`config.mk`:
```
export PLATFORM = sky130hd
export DESIGN_NAME = dcd_directory_flat
export DESIGN_NICKNAME = d
export VERILOG_FILES = /design/src/pkg/dcd_pkg.sv /design/src/pkg/dcd_link_if.sv /design/src/rtl/dcd_directory.sv /design/src/flat_wrapper.sv
export VERILOG_INCLUDE_DIRS = /design/src /design/src/pkg
export SDC_FILE = /design/constraint.sdc
export NUM_CORES = 1
export LEC_CHECK = 0
export CAP_MARGIN = 10
export CORE_ASPECT_RATIO = 2
export CORE_UTILIZATION = 53
export CTS_CLUSTER_DIAMETER = 100
export CTS_CLUSTER_SIZE = 24
export DETAILED_ROUTE_END_ITERATION = 8
export DONT_BUFFER_PORTS = 1
export PLACE_DENSITY = 0.71
export SLEW_MARGIN = 20
export SYNTH_ARGS = -nofsm -noshare
export SYNTH_HDL_FRONTEND = slang
export SYNTH_SLANG_ARGS = --single-unit
```
`constraint.sdc`:
```
create_clock -name i_mclk -period 1.9 [get_ports i_mclk]
set_clock_uncertainty 0.05 [all_clocks]
set_input_delay 0.285 -clock i_mclk [delete_from_list [all_inputs] [get_ports i_mclk]]
set_output_delay 0.285 -clock i_mclk [all_outputs]
set_load 0.005 [all_outputs]
```
`src/pkg/dcd_cfg.svh`:
```
// Purpose: address map, field positions and fixed values of the directory
// Assumes: 4KB block, word-aligned 32-bit accesses
// Notes:   included by both ends and the package
`ifndef DCD_CFG_SVH
`define DCD_CFG_SVH
// ----------------------------------------------------------------------
// address map (byte offsets)
// ----------------------------------------------------------------------
`define DCD_ADDR_W        12
`define DCD_ENTRY_BASE    12'h000
`define DCD_ENTRY_LAST    12'h7fc
`define DCD_ENTRY_MAX     512
`define DCD_RSVD_BASE     12'h800
`define DCD_DBGPCR_BASE   12'ha00
`define DCD_DBGPSR_BASE   12'ha80
`define DCD_SYSPCR_BASE   12'hb00
`define DCD_SYSPSR_BASE   12'hb80
`define DCD_PWR_ID_OFF    12'hc00
`define DCD_DRST_REQ_OFF  12'hc10
`define DCD_DRST_ACK_OFF  12'hc14
`define DCD_SRST_REQ_OFF  12'hc18
`define DCD_SRST_ACK_OFF  12'hc1c
`define DCD_INTEGRATION_MODE_CONTROL_OFF    12'hf00
`define DCD_TAGSET_OFF    12'hfa0
`define DCD_TAGCLR_OFF    12'hfa4
`define DCD_AFF0_OFF      12'hfa8
`define DCD_ARCH_OFF      12'hfb0
`define DCD_LOCK_OFF      12'hfb4
`define DCD_AUTH_OFF      12'hfb8
`define DCD_DEVICE_CONFIG_TWO_OFF    12'hfc0
`define DCD_DEVICE_CONFIG_ONE_OFF    12'hfc4
`define DCD_DEVID0_OFF    12'hfc8
`define DCD_DEVICE_TYPE_CODE_OFF   12'hfcc
`define DCD_PIDR4_OFF     12'hfd0
`define DCD_PIDR0_OFF     12'hfe0
`define DCD_CIDR0_OFF     12'hff0
`define DCD_CIDR1_OFF     12'hff4
`define DCD_CIDR2_OFF     12'hff8
`define DCD_CIDR3_OFF     12'hffc
// ----------------------------------------------------------------------
// fields
// ----------------------------------------------------------------------
`define DCD_ENT_PRESENT   0
`define DCD_ENT_FORMAT    1
`define DCD_ENT_PIDVALID  2
`define DCD_ENT_PID_LO    4
`define DCD_ENT_PID_HI    8
`define DCD_PCR_REQ       0
`define DCD_PCR_IMPL      1
`define DCD_PSR_ON        0
`define DCD_RST_BIT       0
`define DCD_TAG_W         4
`define DCD_DOMAINS       32
`define DCD_CIDR0_VAL     32'h0000_0000
`define DCD_CIDR1_VAL     32'h0000_0090
`define DCD_CIDR2_VAL     32'h0000_0005
`define DCD_CIDR3_VAL     32'h0000_0081
`define DCD_ZERO          32'h0000_0000
`endif

```
`src/pkg/dcd_pkg.sv`:
```
// Purpose: shared types of the directory ends
// Assumes: dcd_cfg.svh holds all numbers
// Notes:   state codes are one-hot
`include "dcd_cfg.svh"
package dcd_pkg;
    typedef logic [31:0]              dcd_word_t;
    typedef logic [`DCD_ADDR_W-1:0]   dcd_addr_t;
    typedef enum logic [5:0] {
        DCD_S_IDLE  = 6'h01,
        DCD_S_RD    = 6'h02,
        DCD_S_RWAIT = 6'h04,
        DCD_S_WR    = 6'h08,
        DCD_S_WWAIT = 6'h10,
        DCD_S_REL   = 6'h20
    } dcd_state_t;
endpackage

```
`src/pkg/dcd_link_if.sv`:
```
// Purpose: access port carrying word reads and writes into the directory
// Assumes: one clock, request held until answered
// Notes:   ack is a one-cycle pulse with read data
`timescale 1ns/1ps
interface dcd_link_if;
    import dcd_pkg::*;
    logic      req;
    logic      we;
    dcd_addr_t addr;
    dcd_word_t wdata;
    logic      ack;
    dcd_word_t rdata;
    modport dev (input req, input we, input addr, input wdata,
                 output ack, output rdata);
    modport host (output req, output we, output addr, output wdata,
                  input ack, input rdata);
endinterface

```
`src/rtl/dcd_directory.sv`:
```
// Purpose: debug component directory with power and reset request regs
// Assumes: entries come from static tie-off parameters
// Notes:   one access answered per request, one cycle after it is seen
`timescale 1ns/1ps
`include "dcd_cfg.svh"
module dcd_directory
    import dcd_pkg::*;
#(
    parameter int                         N_ENTRIES  = 4,
    parameter logic [N_ENTRIES*32-1:0]    ENTRIES    = '0,
    parameter logic [`DCD_DOMAINS-1:0]    DBG_IMPL   = 32'h0000_0003,
    parameter logic [`DCD_DOMAINS-1:0]    SYS_IMPL   = 32'h0000_0001,
    // identity values below are arbitrary
    parameter dcd_word_t                  ARCH_ID    = 32'h1234_0af7,
    parameter dcd_word_t                  PART_ID    = 32'h0000_0055,
    parameter dcd_word_t                  DEVICE_TYPE_CODE_ID = 32'h0000_0000
) (
    // clock and reset
    input  wire logic                    i_mclk,
    input  wire logic                    i_reset_n,
    input  wire logic                    i_ce,
    // access port
    dcd_link_if.dev                      link,
    // debug power domains
    output logic [`DCD_DOMAINS-1:0]      o_dbg_pwr_req,
    input  wire logic [`DCD_DOMAINS-1:0] i_dbg_pwr_on,
    // system power domains
    output logic [`DCD_DOMAINS-1:0]      o_sys_pwr_req,
    input  wire logic [`DCD_DOMAINS-1:0] i_sys_pwr_on,
    // reset requests
    output logic                         o_dbg_rst_req,
    input  wire logic                    i_dbg_rst_ack,
    output logic                         o_sys_rst_req,
    input  wire logic                    i_sys_rst_ack,
    // authentication
    input  wire logic [7:0]              i_auth_state
);
    // ------------------------------------------------------------------
    // decode
    // ------------------------------------------------------------------
    localparam int IDX_W = 9;
    localparam dcd_addr_t DPCR_BASE = `DCD_DBGPCR_BASE;
    localparam dcd_addr_t DPSR_BASE = `DCD_DBGPSR_BASE;
    localparam dcd_addr_t SPCR_BASE = `DCD_SYSPCR_BASE;
    localparam dcd_addr_t SPSR_BASE = `DCD_SYSPSR_BASE;

    logic [IDX_W-1:0]     idx;
    logic [4:0]           dom;
    logic                 in_entries;
    logic                 wr;
    logic [`DCD_TAG_W-1:0] claim;
    logic                 it_mode;
    dcd_word_t            next_rdata;
    dcd_word_t            ent;

    assign idx        = link.addr[IDX_W+1:2];
    assign dom        = link.addr[6:2];
    assign in_entries = link.addr < `DCD_RSVD_BASE;
    // a request is seen once: ack drops it for the cycle it is answered
    assign wr         = i_ce & link.req & link.we & ~link.ack;

    // entries beyond the populated count read zero, which also forms the
    // terminator; a full 512-entry table simply has no gap
    always_comb begin
        ent = `DCD_ZERO;
        if (int'(idx) < N_ENTRIES) begin
            ent = ENTRIES[int'(idx)*32 +: 32];
        end
        if (int'(idx) >= N_ENTRIES) begin
            ent = `DCD_ZERO;
        end
        // 0x7fc is index 511, the last word a 9-bit index reaches
    end

    // ------------------------------------------------------------------
    // power request registers
    // ------------------------------------------------------------------
    // power indices here only name domains behind this directory
    always_ff @(posedge i_mclk or negedge i_reset_n) begin
        if (!i_reset_n) begin
            o_dbg_pwr_req <= '0;
        end else if (wr && link.addr[11:7] == DPCR_BASE[11:7]) begin
            // an unimplemented domain keeps its request at zero
            o_dbg_pwr_req[dom] <= link.wdata[`DCD_PCR_REQ]
                                  & DBG_IMPL[dom];
        end
    end

    always_ff @(posedge i_mclk or negedge i_reset_n) begin
        if (!i_reset_n) begin
            o_sys_pwr_req <= '0;
        end else if (wr && link.addr[11:7] == SPCR_BASE[11:7]) begin
            o_sys_pwr_req[dom] <= link.wdata[`DCD_PCR_REQ]
                                  & SYS_IMPL[dom];
        end
    end

    // ------------------------------------------------------------------
    // reset requests
    // ------------------------------------------------------------------
    always_ff @(posedge i_mclk or negedge i_reset_n) begin
        if (!i_reset_n) begin
            o_dbg_rst_req <= 1'b0;
            o_sys_rst_req <= 1'b0;
        end else if (wr) begin
            if (link.addr == `DCD_DRST_REQ_OFF) begin
                o_dbg_rst_req <= link.wdata[`DCD_RST_BIT];
            end
            if (link.addr == `DCD_SRST_REQ_OFF) begin
                o_sys_rst_req <= link.wdata[`DCD_RST_BIT];
            end
        end
    end

    // ------------------------------------------------------------------
    // management registers
    // ------------------------------------------------------------------
    always_ff @(posedge i_mclk or negedge i_reset_n) begin
        if (!i_reset_n) begin
            claim   <= '0;
            it_mode <= 1'b0;
        end else if (wr) begin
            if (link.addr == `DCD_TAGSET_OFF) begin
                claim <= claim | link.wdata[`DCD_TAG_W-1:0];
            end
            if (link.addr == `DCD_TAGCLR_OFF) begin
                claim <= claim & ~link.wdata[`DCD_TAG_W-1:0];
            end
            if (link.addr == `DCD_INTEGRATION_MODE_CONTROL_OFF) begin
                it_mode <= link.wdata[0];
            end
        end
    end

    // ------------------------------------------------------------------
    // read mux
    // ------------------------------------------------------------------
    always_comb begin
        next_rdata = `DCD_ZERO;
        if (in_entries) begin
            next_rdata = ent;
        end else if (link.addr[11:7] == DPCR_BASE[11:7]) begin
            next_rdata[`DCD_PCR_REQ]  = o_dbg_pwr_req[dom];
            next_rdata[`DCD_PCR_IMPL] = DBG_IMPL[dom];
        end else if (link.addr[11:7] == DPSR_BASE[11:7]) begin
            next_rdata[`DCD_PSR_ON] = i_dbg_pwr_on[dom];
        end else if (link.addr[11:7] == SPCR_BASE[11:7]) begin
            next_rdata[`DCD_PCR_REQ]  = o_sys_pwr_req[dom];
            next_rdata[`DCD_PCR_IMPL] = SYS_IMPL[dom];
        end else if (link.addr[11:7] == SPSR_BASE[11:7]) begin
            next_rdata[`DCD_PSR_ON] = i_sys_pwr_on[dom];
        end else begin
            unique case (link.addr)
                `DCD_PWR_ID_OFF:   next_rdata = {30'h0, |SYS_IMPL, |DBG_IMPL};
                `DCD_DRST_REQ_OFF: next_rdata[0] = o_dbg_rst_req;
                `DCD_DRST_ACK_OFF: next_rdata[0] = i_dbg_rst_ack;
                `DCD_SRST_REQ_OFF: next_rdata[0] = o_sys_rst_req;
                `DCD_SRST_ACK_OFF: next_rdata[0] = i_sys_rst_ack;
                `DCD_INTEGRATION_MODE_CONTROL_OFF:   next_rdata[0] = it_mode;
                `DCD_TAGSET_OFF:   next_rdata = 32'h0000_000f;
                `DCD_TAGCLR_OFF:   next_rdata = {28'h0, claim};
                `DCD_ARCH_OFF:     next_rdata = ARCH_ID;
                `DCD_AUTH_OFF:     next_rdata = {24'h0, i_auth_state};
                `DCD_DEVICE_TYPE_CODE_OFF:  next_rdata = DEVICE_TYPE_CODE_ID;
                `DCD_PIDR0_OFF:    next_rdata = PART_ID;
                `DCD_CIDR0_OFF:    next_rdata = `DCD_CIDR0_VAL;
                `DCD_CIDR1_OFF:    next_rdata = `DCD_CIDR1_VAL;
                `DCD_CIDR2_OFF:    next_rdata = `DCD_CIDR2_VAL;
                `DCD_CIDR3_OFF:    next_rdata = `DCD_CIDR3_VAL;
                default:           next_rdata = `DCD_ZERO;
            endcase
        end
    end

    // ------------------------------------------------------------------
    // answer
    // ------------------------------------------------------------------
    always_ff @(posedge i_mclk or negedge i_reset_n) begin
        if (!i_reset_n) begin
            link.ack   <= 1'b0;
            link.rdata <= '0;
        end else if (i_ce) begin
            link.ack <= link.req & ~link.ack;
            if (link.req && !link.ack && !link.we) begin
                link.rdata <= next_rdata;
            end
        end
    end
endmodule

```
`src/flat_wrapper.sv`:
```
// flat-port wrapper written by rule: the top's interface ports become plain ports
module dcd_directory_flat import dcd_pkg::*;
#(
    parameter int                         N_ENTRIES  = 4,
    parameter logic [N_ENTRIES*32-1:0]    ENTRIES    = '0,
    parameter logic [`DCD_DOMAINS-1:0]    DBG_IMPL   = 32'h0000_0003,
    parameter logic [`DCD_DOMAINS-1:0]    SYS_IMPL   = 32'h0000_0001,
                                          
    parameter dcd_word_t                  ARCH_ID    = 32'h1234_0af7,
    parameter dcd_word_t                  PART_ID    = 32'h0000_0055,
    parameter dcd_word_t                  DEVICE_TYPE_CODE_ID = 32'h0000_0000
)
  (i_mclk, i_reset_n, i_ce, o_dbg_pwr_req, i_dbg_pwr_on, o_sys_pwr_req, i_sys_pwr_on, o_dbg_rst_req, i_dbg_rst_ack, o_sys_rst_req, i_sys_rst_ack, i_auth_state, link_req, link_we, link_addr, link_wdata, link_ack, link_rdata);
  dcd_link_if link_i ();
  input  wire logic i_mclk;
  input  wire logic i_reset_n;
  input  wire logic i_ce;
  output logic [`DCD_DOMAINS-1:0] o_dbg_pwr_req;
  input  wire logic [`DCD_DOMAINS-1:0] i_dbg_pwr_on;
  output logic [`DCD_DOMAINS-1:0] o_sys_pwr_req;
  input  wire logic [`DCD_DOMAINS-1:0] i_sys_pwr_on;
  output logic o_dbg_rst_req;
  input  wire logic i_dbg_rst_ack;
  output logic o_sys_rst_req;
  input  wire logic i_sys_rst_ack;
  input  wire logic [7:0] i_auth_state;
  input wire logic [$bits(link_i.req)-1:0] link_req;
  input wire logic [$bits(link_i.we)-1:0] link_we;
  input wire logic [$bits(link_i.addr)-1:0] link_addr;
  input wire logic [$bits(link_i.wdata)-1:0] link_wdata;
  output wire logic [$bits(link_i.ack)-1:0] link_ack;
  output wire logic [$bits(link_i.rdata)-1:0] link_rdata;
  assign link_i.req = link_req;
  assign link_i.we = link_we;
  assign link_i.addr = link_addr;
  assign link_i.wdata = link_wdata;
  assign link_ack = link_i.ack;
  assign link_rdata = link_i.rdata;
  dcd_directory #(.N_ENTRIES(N_ENTRIES), .ENTRIES(ENTRIES), .DBG_IMPL(DBG_IMPL), .SYS_IMPL(SYS_IMPL), .ARCH_ID(ARCH_ID), .PART_ID(PART_ID), .DEVICE_TYPE_CODE_ID(DEVICE_TYPE_CODE_ID)) u_core (.i_mclk(i_mclk), .i_reset_n(i_reset_n), .i_ce(i_ce), .link(link_i), .o_dbg_pwr_req(o_dbg_pwr_req), .i_dbg_pwr_on(i_dbg_pwr_on), .o_sys_pwr_req(o_sys_pwr_req), .i_sys_pwr_on(i_sys_pwr_on), .o_dbg_rst_req(o_dbg_rst_req), .i_dbg_rst_ack(i_dbg_rst_ack), .o_sys_rst_req(o_sys_rst_req), .i_sys_rst_ack(i_sys_rst_ack), .i_auth_state(i_auth_state));
endmodule
```
==> reports/results.tsv <==
metric	value	unit
required time worst endpoint	2.08	ns
R2R depth	5	
post-synthesis cell count	393	
Die Ht	135	microns
final std cells w/o fill	533	
maximum clock path buffer count	2	
crit start category	register	
Leak	2.33	nW
fmax	501	MHz
syn avg cell area	12.0	sq um
die area	9300	sq um
All-Layer GR Usage	30.4	%
critical path type	reg2reg	
worst skew pair latency	0.34	ns
# fillers	694	
antenna viol nets, final	0	
Initial Util	54.5	%
post-synthesis sequential area ratio	43.0	%
IO Port Bufs	0	
residual DRC count	0	
area growth from synthesis to layout	11.7	%
Fin Setup TNS	-0.0967	ns
Mapped Area	4710	sq um
hpwl dp	9.72	mm
DR iter-0 viols	167	
Power, Total	3.82	mW
cell count after placement	514	
CTS tree	done	
row cnt	48	
Initial DRT Pass Iterations	4	
CTS Sinks	81	
number of inserted diodes	0	
CP Capture Type	register	
max cap viols	0	
worst min path class	in2async	
FFs w/ async S/R, synth	100	%
CORE AREA	8650	sq um
max-slew violations	0	
WL/cell	24.6	microns
first-pass GRT wire length	19.9	mm
RSZ-0062 raised after global routing	true	
VDD IR max	870	uV
most frequent cells in the layout	81 x dfrtp_1, 61 x o21a_1, 51 x buf_4, 33 x mux4_2, 29 x nand2_1	
layout cell share with drive strength beyond 1	28.2	%
detailed-route via count	3510	
Hold WS	-0.411	ns
failing checks	hold timing, setup timing	
EDFF count, synth	0	
count of final setup violators	1	
worst setup margin	-0.0967	ns
yosys warns	0	
Max FO, Critical Path	2	
Final Hold Viols	81	
Final period util	105	%
CP arrival	2.17	ns
grt ovf	0	
antenna violations before repair	0	
Num CTS Buffers	9	
CTS H-tree depth	3	
Clk pin slew, worst setup/hold paths	0.06	ns
chip width	68.7	microns
minimum clock period	2.00	ns
Top FF cell, synth	dfrtp_1	
PD cells	725	nW/um^2
vias in the first global route	3778	
status	complete, but fails checks	
RePlAce Congestion	0.897	
Post-CTS Hold Buffers	4	
FF+latch count, synth	81	
largest net degree at the start of global routing	82	
count of cell types in the netlist	64	
fin nets	552	
vias per cell	6.59	
num ports	222	
final WL	13.1	mm
clk root buf	clkbuf_16	
commonest non-fill, non-tap cell in the layout	dfrtp_1	
[final timing paths]
kind	from	to	slack, ns
max	u_core.o_dbg_pwr_req[31]$_DFFE_PN0P_	u_core.link.rdata[0]$_DFFE_PN0P_	-0.1
min	i_reset_n	u_core.claim[1]$_DFFE_PN0P_	-0.41
max reg2reg	u_core.o_dbg_pwr_req[31]$_DFFE_PN0P_	u_core.link.rdata[0]$_DFFE_PN0P_	-0.1
min reg2reg	u_core.link.rdata[2]$_DFFE_PN0P_	u_core.link.rdata[2]$_DFFE_PN0P_	0.46
max in group asynchronous	i_reset_n	u_core.o_sys_pwr_req[18]$_DFFE_PN0P_	2.08
min in group i_mclk	i_ce	u_core.link.ack$_DFFE_PN0P_	0.04
[worst max-delay path, cell delays in order, from the launching register on]
cell and delay [ns]:
dfrtp_1 0.37, mux4_2 0.48, mux4_2 0.51, mux2i_2 0.21, o31ai_2 0.08, a31o_1 0.19
[stage by stage]
stage | hold WS [ns] | utilization (%) | area (sq um) | setup WS [ns]
final | -0.411 | 60.9 | 5270 | -0.0967
after global routing | -0.422 | 60.9 | 5270 | -0.169
after CTS | -0.422 | 60.7 | 5250 | -0.102
after detailed placement | -0.0581 | 56.5 | 4890 | -0.0966
after global placement | -0.0581 | 56.5 | 4890 | -0.0935
after floorplan | -0.0606 | - | 4780 | 0.0125
[flip-flops by register name (all words and copies together), names as in the netlist]
| register | count |
|---|---|
| u_core.o_dbg_rst_req | 1 |
| u_core.link.rdata | 9 |
| u_core.o_sys_pwr_req | 32 |
| u_core.o_dbg_pwr_req | 32 |
| u_core.link.ack | 1 |
| u_core.it_mode | 1 |
| u_core.claim | 4 |
| u_core.o_sys_rst_req | 1 |
[Yosys cell counts, drive strengths merged (2+ instances only)]
cell    count  share of area, %
nand3b      3              0.48
mux2i       6               1.3
nand2      30               2.4
nand3      16               1.7
a31o        2              0.37
inv         5              0.40
nand2b      3              0.40
dfrtp      81                43
o211a       2              0.42
nor2       16               1.4
a31oi       8               1.1
mux4       33                16
nand4       2              0.27
or3         4              0.53
buf        32               5.3
a22oi       4              0.64
a311oi      2              0.37
mux2        7               1.7
nor4        5              0.98
nor2b       2              0.27
o21a       61               9.7
a221oi      4              0.88
nor3        5              0.77
a21oi       8              0.85
clkbuf     14               2.6
or2         2              0.27
o21ai      10               1.1
and3        3              0.40
[routing by layer]
metal / up-vias / share of wire (%) / track usage [%]
li1: 1538 / - / -
met1: 1765 / 34 / 35.1
met2: 178 / 54 / 50.2
met3: 29 / 8.7 / 7.91
met4: 0 / 3.4 / 15.6
met5: - / 0 / 0
[final cells by class]
type	instances	area (sq um)	share of cell area [%]
clock buffer	11	243	4.61
clock inverter	4	77.6	1.47
inverter	5	18.8	0.356
multi-input combinational	277	2350	44.7
sequential	81	2030	38.5
tap	100	125	2.38
timing repair buffer	55	423	8.03
[logic make-up (layout without fill, tap and decap cells)]
kind of cell	after synthesis	in the layout	synth area share, %
AND/OR/NAND/NOR	102	102	11.9
other	1	17	0.0795
buffers and inverters	51	75	8.31
flip-flops	81	81	43.0
AO/OA/AOI/OAI	112	112	17.4
multiplexers	46	46	19.3
[timing repair]
item,CTS,global route
setup endpoints to repair,1,9
gates resized for setup,1,3
hold endpoints to repair,85,81
setup buffers,0,0
[report_power, final]
group	internal (mW)	switching, mW	total [mW]
registers	1.73	0.00682	1.74
logic	0.126	0.106	0.232
clock network	1.18	0.660	1.84
Note: power is estimated with default switching activity, not from simulation.
